<file path="config.mk">
export PLATFORM = sky130hd
export DESIGN_NAME = dfd_ctrl
export DESIGN_NICKNAME = d
export VERILOG_FILES = /design/src/hdl/dfd_pkg.sv /design/src/hdl/dfd_frac_if.sv /design/src/hdl/dfd_frac_unit.sv /design/src/hdl/dfd_ctrl.sv
export VERILOG_INCLUDE_DIRS = /design/src /design/src/hdl
export SDC_FILE = /design/constraint.sdc
export NUM_CORES = 1
export LEC_CHECK = 0
export ABC_CLOCK_PERIOD_IN_PS = 4350
export CAP_MARGIN = 20
export CORE_MARGIN = 5
export CORE_UTILIZATION = 58
export CTS_CLUSTER_DIAMETER = 150
export DETAILED_ROUTE_END_ITERATION = 8
export DONT_BUFFER_PORTS = 1
export GPL_TIMING_DRIVEN = 1
export PLACE_DENSITY = 0.74
export SLEW_MARGIN = 30
export SYNTH_ARGS = -nofsm -noshare
export SYNTH_HDL_FRONTEND = slang
export SYNTH_SLANG_ARGS = --single-unit
</file>
<file path="constraint.sdc">
create_clock -name i_ref_clk -period 4.35 [get_ports i_ref_clk]
set_input_delay 0.2175 -clock i_ref_clk [delete_from_list [all_inputs] [get_ports i_ref_clk]]
set_output_delay 0.2175 -clock i_ref_clk [all_outputs]
set_load 0.03 [all_outputs]
</file>
<file path="src/hdl/dfd_params.svh">
// constants for the dual fractional divider control core
`ifndef DFD_PARAMS_SVH
`define DFD_PARAMS_SVH

`define DFD_NUM_REGS     10
`define DFD_ADDR_HI      15
`define DFD_ADDR_LO      12
`define DFD_A_MAIN_N     4'h0
`define DFD_A_AUX_N      4'h1
`define DFD_A_MAIN_MSB   4'h2
`define DFD_A_MAIN_LSB   4'h3
`define DFD_A_AUX_DVD    4'h4
`define DFD_A_REF_DIV    4'h5
`define DFD_A_PUMP       4'h6
`define DFD_A_PWRDN      4'h7
`define DFD_A_MODE       4'h8
`define DFD_A_MOD_DATA   4'h9
`define DFD_RST_VAL      16'h0000
`define DFD_SHORT_EDGES  5'h0D
`define DFD_WORD_EDGES   5'h10
`define DFD_N_OFFSET     12'h020
`define DFD_MODE_B18     0
`define DFD_MODE_MFRAC   1
`define DFD_MODE_AFRAC   2
`define DFD_MODE_LOCK    3
`define DFD_MODE_MUX_LO  4
`define DFD_M_FRAC_MIN   12'h098
`define DFD_M_FRAC_MAX   12'h864
`define DFD_M_INT_MIN    12'h080
`define DFD_M_INT_MAX    12'h87C
`define DFD_A_FRAC_MIN   12'h026
`define DFD_A_FRAC_MAX   12'h219
`define DFD_A_INT_MIN    12'h020
`define DFD_A_INT_MAX    12'h21F
`define DFD_ACC_HALF     21'h020000
`define DFD_ACC_FULL     21'h040000

`endif

</file>
<file path="src/hdl/dfd_pkg.sv">
// types shared by the dual fractional divider control core
package dfd_pkg;
  typedef enum logic [1:0] {SER_IDLE, SER_SHIFT} dfd_ser_st_t;
  typedef enum logic [1:0] {MUX_LOOP, MUX_LOCK, MUX_REF_MAIN, MUX_REF_AUX} dfd_mux_t;
  typedef logic signed [18:0] dfd_dvd_t;
  typedef logic signed [1:0]  dfd_step_t;
endpackage

</file>
<file path="src/hdl/dfd_frac_if.sv">
// link between the control core and one fractional unit
`timescale 1ns/1ps
interface dfd_frac_if;
  import dfd_pkg::*;
  logic      tick;
  dfd_dvd_t  dividend;
  dfd_step_t step;
  modport unit (input tick, input dividend, output step);
  modport ctrl (output tick, output dividend, input step);
endinterface

</file>
<file path="src/hdl/dfd_frac_unit.sv">
// first-order delta-sigma fractional unit
`timescale 1ns/1ps
`include "dfd_params.svh"
module dfd_frac_unit
  import dfd_pkg::*;
(
  input  wire logic i_ref_clk,
  input  wire logic i_resetn,
  dfd_frac_if.unit  frac
);
  logic signed [20:0] acc_reg;
  logic signed [20:0] acc_next;
  logic signed [20:0] err_sum;
  dfd_step_t          step_reg;
  dfd_step_t          step_next;

  // ------------------------------------------------------------
  // error feedback quantiser
  // ------------------------------------------------------------
  // quantise to one step
  always_comb begin
    err_sum   = acc_reg + 21'(frac.dividend);
    acc_next  = err_sum;
    step_next = 2'sd0;
    if (err_sum >= $signed(`DFD_ACC_HALF)) begin
      acc_next  = err_sum - $signed(`DFD_ACC_FULL);
      step_next = 2'sd1;
    end else if (err_sum < -$signed(`DFD_ACC_HALF)) begin
      acc_next  = err_sum + $signed(`DFD_ACC_FULL);
      step_next = -2'sd1;
    end
  end

  always_ff @(posedge i_ref_clk or negedge i_resetn) begin
    if (!i_resetn) begin
      acc_reg  <= 21'h000000;
      step_reg <= 2'sd0;
    end else if (frac.tick) begin
      acc_reg  <= acc_next;
      step_reg <= step_next;
    end
  end

  assign frac.step = step_reg;

  // ------------------------------------------------------------
  // checks
  // ------------------------------------------------------------
  property p_acc_bound;
    @(posedge i_ref_clk) disable iff (!i_resetn)
      frac.tick |=> (acc_reg >= -$signed(`DFD_ACC_HALF)) && (acc_reg < $signed(`DFD_ACC_HALF));
  endproperty
  a_acc_bound: assert property (p_acc_bound) else $error("accumulator left range");

  c_step_up: cover property (@(posedge i_ref_clk) disable iff (!i_resetn) step_reg == 2'sd1);
endmodule

</file>
<file path="src/hdl/dfd_ctrl.sv">
// serial register core, reference dividers and ratio control
`timescale 1ns/1ps
`include "dfd_params.svh"
module dfd_ctrl
  import dfd_pkg::*;
(
  input  wire logic        i_ref_clk,
  input  wire logic        i_resetn,
  input  wire logic        i_sclk,
  input  wire logic        i_sdata,
  input  wire logic        i_csn,
  input  wire logic        i_xtal,
  input  wire logic        i_main_locked,
  input  wire logic        i_vco_slow,
  input  wire logic        i_vco_fast,
  output logic             o_sdo,
  output logic             o_ref_main,
  output logic             o_ref_aux,
  output logic [11:0]      o_main_ratio,
  output logic [11:0]      o_aux_ratio,
  output logic [4:0]       o_main_gain,
  output logic [4:0]       o_aux_gain,
  output logic [2:0]       o_pwrdn,
  output logic             o_int_steer_en,
  output logic             o_lock_steer_out,
  output logic             o_lock_steer_oe
);
  // ------------------------------------------------------------
  // pin synchronisers
  // ------------------------------------------------------------
  logic [2:0]  sclk_sync;
  logic [2:0]  csn_sync;
  logic [2:0]  xtal_sync;
  logic [1:0]  sdat_sync;
  logic [1:0]  lock_sync;
  logic [1:0]  slow_sync;
  logic [1:0]  fast_sync;
  logic        sclk_rise;
  logic        sclk_fall;
  logic        csn_rise;
  logic        xtal_rise;

  always_ff @(posedge i_ref_clk or negedge i_resetn) begin
    if (!i_resetn) begin
      sclk_sync <= 3'h0;
      csn_sync  <= 3'h7;
      xtal_sync <= 3'h0;
      sdat_sync <= 2'h0;
      lock_sync <= 2'h0;
      slow_sync <= 2'h0;
      fast_sync <= 2'h0;
    end else begin
      sclk_sync <= {sclk_sync[1:0], i_sclk};
      csn_sync  <= {csn_sync[1:0], i_csn};
      xtal_sync <= {xtal_sync[1:0], i_xtal};
      sdat_sync <= {sdat_sync[0], i_sdata};
      lock_sync <= {lock_sync[0], i_main_locked};
      slow_sync <= {slow_sync[0], i_vco_slow};
      fast_sync <= {fast_sync[0], i_vco_fast};
    end
  end

  assign sclk_rise = sclk_sync[1] & ~sclk_sync[2];
  assign sclk_fall = ~sclk_sync[1] & sclk_sync[2];
  assign csn_rise  = csn_sync[1] & ~csn_sync[2];
  assign xtal_rise = xtal_sync[1] & ~xtal_sync[2];

  // ------------------------------------------------------------
  // serial shifter
  // ------------------------------------------------------------
  dfd_ser_st_t state_reg;
  logic [15:0] shift_reg;
  logic [4:0]  cnt_reg;
  logic        end_xfer;
  logic        wr_word;
  logic        wr_short;
  logic [3:0]  wr_addr;

  // shift in at rising serial clock
  // keep only the last sixteen bits
  always_ff @(posedge i_ref_clk or negedge i_resetn) begin
    if (!i_resetn) begin
      state_reg <= SER_IDLE;
      shift_reg <= 16'h0000;
      cnt_reg   <= 5'h00;
    end else begin
      case (state_reg)
        SER_IDLE: begin
          if (!csn_sync[1]) begin
            state_reg <= SER_SHIFT;
            cnt_reg   <= 5'h00;
            shift_reg <= 16'h0000;
          end
        end
        SER_SHIFT: begin
          if (csn_rise) begin
            state_reg <= SER_IDLE;
          end else if (sclk_rise) begin
            shift_reg <= {shift_reg[14:0], sdat_sync[1]};
            if (cnt_reg != 5'h1F) begin
              cnt_reg <= cnt_reg + 5'h01;
            end
          end
        end
        default: state_reg <= SER_IDLE;
      endcase
    end
  end

  // commit only at chip select release
  assign end_xfer = (state_reg == SER_SHIFT) && csn_rise;
  assign wr_word  = end_xfer && (cnt_reg >= `DFD_WORD_EDGES);
  assign wr_short = end_xfer && (cnt_reg < `DFD_SHORT_EDGES);
  assign wr_addr  = shift_reg[`DFD_ADDR_HI:`DFD_ADDR_LO];

  // ------------------------------------------------------------
  // register file
  // ------------------------------------------------------------
  logic [15:0] regs_reg [`DFD_NUM_REGS];

  for (genvar g = 0; g < `DFD_NUM_REGS; g++) begin : g_reg
    always_ff @(posedge i_ref_clk or negedge i_resetn) begin
      if (!i_resetn) begin
        regs_reg[g] <= `DFD_RST_VAL;
      end else if (wr_word && (wr_addr == 4'(g))) begin
        regs_reg[g] <= shift_reg;
      end else if (wr_short && (g == `DFD_NUM_REGS - 1)) begin
        regs_reg[g] <= shift_reg;
      end
    end
  end

  logic     mode_b18;
  logic     main_frac;
  logic     aux_frac;
  logic     lock_mode;
  dfd_mux_t mux_sel;

  assign mode_b18  = regs_reg[`DFD_A_MODE][`DFD_MODE_B18];
  assign main_frac = regs_reg[`DFD_A_MODE][`DFD_MODE_MFRAC];
  assign aux_frac  = regs_reg[`DFD_A_MODE][`DFD_MODE_AFRAC];
  assign lock_mode = regs_reg[`DFD_A_MODE][`DFD_MODE_LOCK];
  assign mux_sel   = dfd_mux_t'(regs_reg[`DFD_A_MODE][`DFD_MODE_MUX_LO +: 2]);

  // ------------------------------------------------------------
  // active divide ratio, latched when the last word of a set lands
  // ------------------------------------------------------------
  logic [8:0]         main_n_act;
  logic [8:0]         aux_n_act;
  logic signed [17:0] main_dvd_act;
  logic signed [17:0] aux_dvd_act;
  logic               commit_main;
  logic               commit_aux;

  assign commit_main = wr_word && ((wr_addr == `DFD_A_MAIN_MSB)
                       || ((wr_addr == `DFD_A_MAIN_N) && !main_frac));
  assign commit_aux  = wr_word && ((wr_addr == `DFD_A_AUX_DVD)
                       || ((wr_addr == `DFD_A_AUX_N) && !aux_frac));

  // lower eight bits used only in 18-bit mode
  always_ff @(posedge i_ref_clk or negedge i_resetn) begin
    if (!i_resetn) begin
      main_n_act   <= 9'h000;
      main_dvd_act <= 18'sh00000;
    end else if (commit_main) begin
      main_n_act <= (wr_addr == `DFD_A_MAIN_N) ? shift_reg[8:0]
                                              : regs_reg[`DFD_A_MAIN_N][8:0];
      if (wr_addr == `DFD_A_MAIN_MSB) begin
        main_dvd_act <= {shift_reg[9:0],
                         mode_b18 ? regs_reg[`DFD_A_MAIN_LSB][7:0] : 8'h00};
      end
    end
  end

  always_ff @(posedge i_ref_clk or negedge i_resetn) begin
    if (!i_resetn) begin
      aux_n_act   <= 9'h000;
      aux_dvd_act <= 18'sh00000;
    end else if (commit_aux) begin
      aux_n_act <= (wr_addr == `DFD_A_AUX_N) ? shift_reg[8:0]
                                            : regs_reg[`DFD_A_AUX_N][8:0];
      if (wr_addr == `DFD_A_AUX_DVD) begin
        aux_dvd_act <= {shift_reg[9:0], 8'h00};
      end
    end
  end

  // ------------------------------------------------------------
  // reference dividers
  // ------------------------------------------------------------
  logic [4:0] ref_code [2];
  logic [4:0] ref_cnt_reg [2];
  logic [1:0] ref_tick;

  assign ref_code[0] = regs_reg[`DFD_A_REF_DIV][4:0];
  assign ref_code[1] = regs_reg[`DFD_A_REF_DIV][9:5];

  // divide crystal by code plus one
  for (genvar r = 0; r < 2; r++) begin : g_ref
    assign ref_tick[r] = xtal_rise && (ref_cnt_reg[r] == ref_code[r])
                         && !regs_reg[`DFD_A_PWRDN][r] && !regs_reg[`DFD_A_PWRDN][2];
    always_ff @(posedge i_ref_clk or negedge i_resetn) begin
      if (!i_resetn) begin
        ref_cnt_reg[r] <= 5'h00;
      end else if (xtal_rise) begin
        ref_cnt_reg[r] <= (ref_cnt_reg[r] >= ref_code[r]) ? 5'h00 : ref_cnt_reg[r] + 5'h01;
      end
    end
  end

  // ------------------------------------------------------------
  // fractional units
  // ------------------------------------------------------------
  dfd_frac_if main_if ();
  dfd_frac_if aux_if ();

  assign main_if.tick     = ref_tick[0];
  assign aux_if.tick      = ref_tick[1];
  assign main_if.dividend = 19'(main_dvd_act)
                            + 19'($signed(regs_reg[`DFD_A_MOD_DATA][11:0]));
  assign aux_if.dividend  = 19'(aux_dvd_act);

  dfd_frac_unit u_main_frac (
    .i_ref_clk (i_ref_clk),
    .i_resetn  (i_resetn),
    .frac      (main_if.unit)
  );

  dfd_frac_unit u_aux_frac (
    .i_ref_clk (i_ref_clk),
    .i_resetn  (i_resetn),
    .frac      (aux_if.unit)
  );

  // ------------------------------------------------------------
  // instantaneous ratios
  // ------------------------------------------------------------
  logic [11:0] main_inst;
  logic [11:0] aux_inst;
  logic [11:0] main_x4;
  logic [11:0] main_lo;
  logic [11:0] main_hi;
  logic [11:0] aux_lo;
  logic [11:0] aux_hi;

  assign main_inst = 12'(main_n_act) + `DFD_N_OFFSET
                     + (main_frac ? 12'($signed(main_if.step)) : 12'h000);
  assign aux_inst  = 12'(aux_n_act) + `DFD_N_OFFSET
                     + (aux_frac ? 12'($signed(aux_if.step)) : 12'h000);
  assign main_x4   = {main_inst[9:0], 2'b00};
  assign main_lo   = main_frac ? `DFD_M_FRAC_MIN : `DFD_M_INT_MIN;
  assign main_hi   = main_frac ? `DFD_M_FRAC_MAX : `DFD_M_INT_MAX;
  assign aux_lo    = aux_frac ? `DFD_A_FRAC_MIN : `DFD_A_INT_MIN;
  assign aux_hi    = aux_frac ? `DFD_A_FRAC_MAX : `DFD_A_INT_MAX;

  always_ff @(posedge i_ref_clk or negedge i_resetn) begin
    if (!i_resetn) begin
      o_main_ratio <= `DFD_M_INT_MIN;
      o_aux_ratio  <= `DFD_A_INT_MIN;
      o_ref_main   <= 1'b0;
      o_ref_aux    <= 1'b0;
    end else begin
      o_ref_main <= ref_tick[0];
      o_ref_aux  <= ref_tick[1];
      if (ref_tick[0]) begin
        o_main_ratio <= (main_x4 < main_lo) ? main_lo : (main_x4 > main_hi) ? main_hi : main_x4;
      end
      if (ref_tick[1]) begin
        o_aux_ratio <= (aux_inst < aux_lo) ? aux_lo : (aux_inst > aux_hi) ? aux_hi : aux_inst;
      end
    end
  end

  // ------------------------------------------------------------
  // gains, power down, lock and steering, readback
  // ------------------------------------------------------------
  // five-bit gain codes
  always_ff @(posedge i_ref_clk or negedge i_resetn) begin
    if (!i_resetn) begin
      o_main_gain <= 5'h00;
      o_aux_gain  <= 5'h00;
      o_pwrdn     <= 3'h0;
    end else begin
      o_main_gain <= regs_reg[`DFD_A_PUMP][4:0];
      o_aux_gain  <= regs_reg[`DFD_A_PUMP][9:5];
      o_pwrdn     <= regs_reg[`DFD_A_PWRDN][2:0];
    end
  end

  always_ff @(posedge i_ref_clk or negedge i_resetn) begin
    if (!i_resetn) begin
      o_int_steer_en   <= 1'b0;
      o_lock_steer_out <= 1'b0;
      o_lock_steer_oe  <= 1'b0;
    end else if (lock_mode) begin
      o_int_steer_en   <= 1'b1;
      o_lock_steer_out <= 1'b0;
      if (lock_sync[1]) begin
        o_lock_steer_oe <= 1'b0;
      end else if (ref_tick[0]) begin
        o_lock_steer_oe <= ~o_lock_steer_oe;
      end
    end else begin
      o_int_steer_en   <= 1'b0;
      o_lock_steer_out <= slow_sync[1];
      o_lock_steer_oe  <= slow_sync[1] ^ fast_sync[1];
    end
  end

  always_ff @(posedge i_ref_clk or negedge i_resetn) begin
    if (!i_resetn) begin
      o_sdo <= 1'b0;
    end else begin
      case (mux_sel)
        MUX_LOOP:     o_sdo <= sclk_fall ? shift_reg[0] : o_sdo;
        MUX_LOCK:     o_sdo <= lock_sync[1];
        MUX_REF_MAIN: o_sdo <= ref_tick[0];
        MUX_REF_AUX:  o_sdo <= ref_tick[1];
        default:      o_sdo <= 1'b0;
      endcase
    end
  end

  // ------------------------------------------------------------
  // checks
  // ------------------------------------------------------------
  property p_ref_wrap;
    @(posedge i_ref_clk) disable iff (!i_resetn) ref_tick[0] |=> ref_cnt_reg[0] == 5'h00;
  endproperty
  a_ref_wrap: assert property (p_ref_wrap) else $error("reference counter did not wrap");

  property p_ten_bit;
    @(posedge i_ref_clk) disable iff (!i_resetn)
      (commit_main && wr_addr == `DFD_A_MAIN_MSB && !mode_b18) |=> main_dvd_act[7:0] == 8'h00;
  endproperty
  a_ten_bit: assert property (p_ten_bit) else $error("low dividend bits used in 10-bit mode");

  property p_main_range;
    @(posedge i_ref_clk) disable iff (!i_resetn)
      (ref_tick[0] && main_frac) |=> (o_main_ratio >= `DFD_M_FRAC_MIN)
                                     && (o_main_ratio <= `DFD_M_FRAC_MAX);
  endproperty
  a_main_range: assert property (p_main_range) else $error("main ratio out of range");

  property p_mult_four;
    @(posedge i_ref_clk) disable iff (!i_resetn) o_main_ratio[1:0] == 2'b00;
  endproperty
  a_mult_four: assert property (p_mult_four) else $error("main ratio not multiple of four");

  property p_aux_range;
    @(posedge i_ref_clk) disable iff (!i_resetn)
      (ref_tick[1] && !aux_frac) |=> (o_aux_ratio >= `DFD_A_INT_MIN)
                                    && (o_aux_ratio <= `DFD_A_INT_MAX);
  endproperty
  a_aux_range: assert property (p_aux_range) else $error("aux ratio out of range");

  property p_gain;
    @(posedge i_ref_clk) disable iff (!i_resetn)
      wr_word && wr_addr == `DFD_A_PUMP |=> ##1 o_main_gain == $past(shift_reg[4:0], 2);
  endproperty
  a_gain: assert property (p_gain) else $error("gain code not applied");

  property p_locked_release;
    @(posedge i_ref_clk) disable iff (!i_resetn)
      (lock_mode && lock_sync[1]) |=> !o_lock_steer_oe && !o_lock_steer_out;
  endproperty
  a_locked_release: assert property (p_locked_release) else $error("pin driven while locked");

  property p_word_write;
    @(posedge i_ref_clk) disable iff (!i_resetn)
      (wr_word && wr_addr == `DFD_A_MODE) |=> regs_reg[`DFD_A_MODE] == $past(shift_reg);
  endproperty
  a_word_write: assert property (p_word_write) else $error("register write lost");

  property p_short_load;
    @(posedge i_ref_clk) disable iff (!i_resetn)
      wr_short |=> regs_reg[`DFD_A_MOD_DATA] == $past(shift_reg);
  endproperty
  a_short_load: assert property (p_short_load) else $error("short stream not loaded");

  property p_no_mid_write;
    @(posedge i_ref_clk) disable iff (!i_resetn)
      (state_reg == SER_SHIFT && !csn_rise) |=> $stable(regs_reg[`DFD_A_PWRDN]);
  endproperty
  a_no_mid_write: assert property (p_no_mid_write) else $error("write during shifting");

  c_short: cover property (@(posedge i_ref_clk) disable iff (!i_resetn) wr_short);
  c_word: cover property (@(posedge i_ref_clk) disable iff (!i_resetn) wr_word);
  c_lock_pulse: cover property (@(posedge i_ref_clk) disable iff (!i_resetn)
                                lock_mode && o_lock_steer_oe);
endmodule

</file>
* After elaboration in Yosys (flattened, before gate mapping)
Index checks and enable logic that the tools add are counted.
** Cells by class
- Eq/ne operators :: 23
- Mux-type cells :: 44
- Order comparisons :: 12
- Bitwise operators :: 10
- Reductions and logical operators :: 38
- $add $sub $neg :: 14
** Operators with widths (count)
- two-way mux 12 bit :: 7
- two-way mux 21 bit :: 4
- two-way mux 16 bit :: 3
- adder 21 x 20 -> 21 bit, second input constant :: 2
- greater-or-equal comparator 21 x 19 -> 1 bit, second input constant :: 2
- < comparator 21 x 18 -> 1 bit, second input constant :: 2
- subtractor 21 x 20 -> 21 bit, second input constant :: 2
- two-way mux 5 bit :: 8
- one-hot mux 16 bit (2 select lines) :: 1
- adder 21 x 18 -> 21 bit :: 1
- adder 21 x 19 -> 21 bit :: 1
- logical AND 1 bit :: 21
- adder 9 x 6 -> 10 bit, second input constant :: 2
- adder 18 x 12 -> 19 bit :: 1
- two-way mux 9 bit :: 2
- == test 4 x 3 -> 1 bit, second input constant :: 4
- adder 5 x 1 -> 5 bit, second input constant :: 3
- adder 10 x 12 -> 12 bit :: 1
- greater-than comparator 12 x 10 -> 1 bit :: 1
- greater-than comparator 12 bit :: 1
- < comparator 12 x 6 -> 1 bit :: 1
- < comparator 12 x 8 -> 1 bit :: 1
- two-way mux 2 bit :: 6
- != test 2 bit, second input constant :: 6
- 30 further kinds :: 58
** Word-level totals
- Register bits after elaboration :: 252
- Bits of input ports :: 9
- Output and inout bits :: 43
- Word-level logic and storage cells :: 180

* Logic depth before layout (Yosys ltp)
- Depth in word-level cells :: 8
- Mapped depth :: 16
- Gate-level depth less buffers :: 16

* By module
A second synthesis with hierarchy kept.
** Unflattened totals
- Cells, all modules :: 1374
- Area total of the unflattened synthesis :: 14171.1 µm²
** Modules (own cells, without submodules)
- dfd_ctrl :: cells an instance 958, instances 1, area each 10217.3 µm², seq. area each 5086.1 µm²
- dfd_frac_unit :: cells an instance 208, instances 2, area each 1976.9 µm², seq. area each 575.6 µm²

* Worst setup path after synthesis
Ideal clock, no wire load.
- Path kind :: flip-flop to flip-flop
- From :: register regs_reg[11] (netlist bit)
- To :: register u_main_frac.acc_reg[20]
- Stages on the path, launching flop included :: 14
- Path buffers :: 1
- Setup slack :: 744 ps
- Data required time :: 4255 ps
- Setup time :: 95 ps
- Clock period less this slack :: 3606 ps
- Arrival time :: 3510 ps
- Cells stage by stage :: dfrtp_1 fa_1 ha_1 clkbuf_1 o21ai_0 o22ai_1 a311oi_1 o21ai_0 a21oi_1 xor2_1 ha_1 inv_1 o21ba_2 o31ai_1
** Between the ends
- Cells in the longest elaborated chain, start to end :: 5
- Elaborated cells on any way between the ends :: 8
- Those cells by class :: add/sub: 4; order compare: 2; mux: 2
** RTL lines
- from (decl) :: line dfd_ctrl.sv:119 : logic [15:0] regs_reg [`DFD_NUM_REGS];
- from (signal, indexed assignment) :: line dfd_ctrl.sv:124 : regs_reg[g] <= `DFD_RST_VAL;
- from (signal, indexed assignment) :: line dfd_ctrl.sv:126 : regs_reg[g] <= shift_reg;
- from (signal, indexed assignment) :: line dfd_ctrl.sv:128 : regs_reg[g] <= shift_reg;
- adder 18 x 12 -> 19 bit * :: line dfd_ctrl.sv:219 : assign main_if.dividend = 19'(main_dvd_act)
- adder 21 x 19 -> 21 bit * :: line dfd_frac_unit.sv:22 : err_sum = acc_reg + 21'(frac.dividend);
- adder 21 x 20 -> 21 bit / < comparator 21 x 18 -> 1 bit (equally long branches) :: line dfd_frac_unit.sv:29, dfd_frac_unit.sv:28
- two-way mux 21 bit :: line dfd_frac_unit.sv:28 : end else if (err_sum < -$signed(`DFD_ACC_HALF)) begin
- two-way mux 21 bit * :: line dfd_frac_unit.sv:25 : if (err_sum >= $signed(`DFD_ACC_HALF)) begin
- to (signal assigned) :: line dfd_frac_unit.sv:39 : acc_reg <= acc_next;
- to (decl) :: line dfd_frac_unit.sv:11 : logic signed [20:0] acc_reg;
Every way passes the cells marked *; elsewhere a longest branch is shown, timed or not.
A chain may end at the register's enable or synchronous reset.

* Final worst setup path
- From :: register regs_reg, in the netlist aux_frac
- To :: register o_aux_ratio[1]
** Between the ends
- Cells in the longest elaborated chain, start to end :: 5
- Elaborated cells on any way between the ends :: 8
- Those cells by class :: add/sub: 1; order compare: 2; mux: 5
** RTL lines
- two-way mux 12 bit :: line dfd_ctrl.sv:249 : + (aux_frac ? 12'($signed(aux_if.step)) : 12'h000);
- adder 10 x 12 -> 12 bit :: line dfd_ctrl.sv:248 : assign aux_inst = 12'(aux_n_act) + `DFD_N_OFFSET
- greater-than comparator 12 x 10 -> 1 bit :: line dfd_ctrl.sv:269 : o_aux_ratio <= (aux_inst < aux_lo) ? aux_lo : (aux_inst > aux_hi) ? aux_hi : aux_inst;
- two-way mux 12 bit :: line dfd_ctrl.sv:269
- two-way mux 12 bit * :: line dfd_ctrl.sv:269
- to (signal assigned) :: line dfd_ctrl.sv:259 : o_aux_ratio <= `DFD_A_INT_MIN;
- to (signal assigned) :: line dfd_ctrl.sv:269
- to (decl) :: line dfd_ctrl.sv:20 : output logic [11:0] o_aux_ratio,
Marked as above.

==> reports/metrics.cfg <==
[sta]
hold_viol_final = 241
skew_ns = 0.0304
fin_tns_setup_ns = 0
setup_violations = 0
rsz0062_at_grt = false
post-route-min-period_ns = 3.99
tightest_slew_ns = 0.880
whs_ns = -0.631
fin_crit_sh_pct = 91.8
max-slew-margin-rel_pct = 41.0
timing.fmax_ghz = 0.250
slew_violations = 0

[critical_path]
path_class = reg -> reg
critPathRequiredTime_ns = 4.80
cp.arrival_ns = 4.44
path_max_fanout = 8
crit_path_end_kind = flop
crit_start = aux_frac
startpoint_type = flop
reg2reg_from = aux_frac

[clocking]
clock-root-buffer = clkbuf_16
clk_latency_ns = 0.54
clk_pin_slew_ns = 0.06
cts_buffer_depth = 3
htreeDepth = 1
cts.sinks = 241
cts_made_buffers = 26
ctsHoldBuffers = 7
cts_tree = done

[final_layout]
nets = 1410
design_area_sq_um = 14400
stdcell_count = 1587
drive_above_1_share_pct = 12.3
area.growth.synth_to_final_pct = 8.67
largest_reg_flops = 51
final_core_util_pct = 63.7
n_antenna_cell = 0

[synthesis]
ys_top_cells_by_area = dfrtp_1 45%, ha_1 9.0%, mux2_2 7.0%, nand2_1 5.4%, o21ai_0 4.5%
synth_ff_type = dfrtp_1
synth_edf_count = 0
synth_top_cell_by_area = dfrtp_1
yosys.cell_count.top_type = dfrtp_1
async_flop_share_pct = 100
syn_area_sq_um = 13200
syn_inst = 1288
synth_seq_cells = 241
synth_cell_type_count = 79
synth.top_cell.area_share_pct = 44.6
yosys-top-cells-count = 236 x dfrtp_1, 191 x nand2_1, 119 x o21ai_0
yosys_warnings = 0
synth.avg_cell_area_sq_um = 10.3
yosysSeqAreaShare_pct = 45.6

[worst_hold_path]
hp-class = in -> async

[global_routing]
grt_pass1_wl_mm = 45.8
grt_overflow = 0
grt_max_degree = 242
grt_pass1_vias = 9393
grtUsageTotal_pct = 21.0
grt_antenna_before_repair = 0

[detailed_routing]
first_pass_iters = 5
wire_per_inst_microns = 16.9
avgViaCountPerCell = 5.82
ant_nets = 0
drt_wl_total_mm = 26.8
drc_errors = 0
drtIter0Drc = 697
num_vias = 9234

[placed_design]
gp_congestion = 0.857
io_buffers = 0
dp_hpwl_mm = 18.2
place_inst = 1531
placed_area_sq_um = 13500

[floorplan]
ios = 52
die_x_microns = 161
start_util_pct = 58.6
die_area_sq_um = 25900
core_sq_um = 22600
die_h_microns = 161
rows = 55

[power_and_ir_drop]
ir_drop_v = 0.000299
power.density_nw_per_um2 = 359
cellLeakagePower_nw = 6.97

[outcome]
status = finished with violations
violations = negative hold slack

[job]
cap_viol_max_count = 0

==> layout by cell type, fill, tap and decap left out, types with 11 or more instances in the layout <==
master	Yosys	layout
a211oi_1	12	12
a21o_1	14	14
a21oi_1	62	62
buf_4	5	11
clkbuf_16	0	26
dfrtp_1	236	236
fa_1	24	24
ha_1	95	95
inv_1	67	66
mux2_2	82	82
mux2i_1	21	21
nand2_1	191	190
nand3_1	14	14
nor2_1	54	54
nor3_1	21	20
o21ai_0	119	118
o31ai_1	19	19
xnor2_1	21	21
xor2_1	17	17
==> worst paths after layout <==
kind,to,slack (ns),depth (start not counted)
min in group i_ref_clk,sclk_sync[0],0.23,1
setup reg to reg,o_aux_ratio[1],0.36,14
hold reg to reg,xtal_sync[1],0.35,0
max in group asynchronous,o_main_ratio[7],4.56,0
setup / recovery,o_aux_ratio[1],0.36,14
hold / removal,o_aux_ratio[6],-0.63,0
==> metrics by stage <==
step | setup WS, ns | total power, mW | hold WS, ns
floorplan | 0.744 | 2.93 | -0.0781
global placement | 0.486 | 3.05 | -0.0712
detailed placement | 0.324 | 3.08 | -0.0732
CTS | 0.274 | 5.22 | -0.656
global route | 0.0836 | 5.42 | -0.659
finish | 0.358 | 5.16 | -0.631
==> cells by family (layout without fill, tap and decap cells) <==
| group | after synthesis | in the layout | share of synthesized area (%) |
|---|---|---|---|
| flip-flops | 241 | 241 | 45.6 |
| AO/OA/AOI/OAI | 314 | 314 | 15.1 |
| AND/OR/NAND/NOR | 351 | 351 | 11.8 |
| multiplexers | 104 | 104 | 8.73 |
| buffers and inverters | 120 | 133 | 3.57 |
| adder cells (fa/ha/maj) | 119 | 119 | 12.6 |
| other | 1 | 2 | 0.0283 |
| XOR/XNOR | 38 | 38 | 2.51 |
==> layer usage <==
metal	track usage, %	vias up	part of all wire (%)
met1	28.9	4536	47
met4	4.96	0	1.9
li1	-	4539	-
met3	3.22	42	3.6
met2	35.6	117	48
met5	0	-	0
==> timing repair <==
| item | CTS | global route |
|---|---|---|
| hold endpoints to repair | 248 | 241 |
| setup endpoints to repair | 0 | 4 |
| setup buffers | 0 | 1 |
| gates resized for setup | 0 | 2 |
==> worst max-delay path, stage by stage (launching register included) <==
cell	delay [ns]
dfrtp_1	0.47
nand2_1	0.17
clkinvlp_4	0.19
ha_1	0.32
ha_1	0.17
inv_1	0.07
fa_1	0.41
nor2b_1	0.27
o31a_1	0.19
o211ai_1	0.20
a2111o_1	0.47
a2111oi_4	0.44
o21a_4	0.23
a211oi_1	0.06
o31ai_2	0.25
==> cell type report <==
type,count,area [sq um]
clock buffer,39,729
clock inverter,9,95.1
fill,1752,8190
inverter,67,255
multi-input combinational,928,6760
sequential,241,6040
tap,285,357
timing repair buffer,18,153
==> where the power goes <==
part           internal (mW)  leakage [nW]  switching [mW]
Sequential              2.36          3.28           0.154
Clock                   1.22         0.399           0.890
Combinational          0.236          3.30           0.304
Total                   3.82          6.97            1.35
Note: power is estimated with default switching activity, not from simulation.
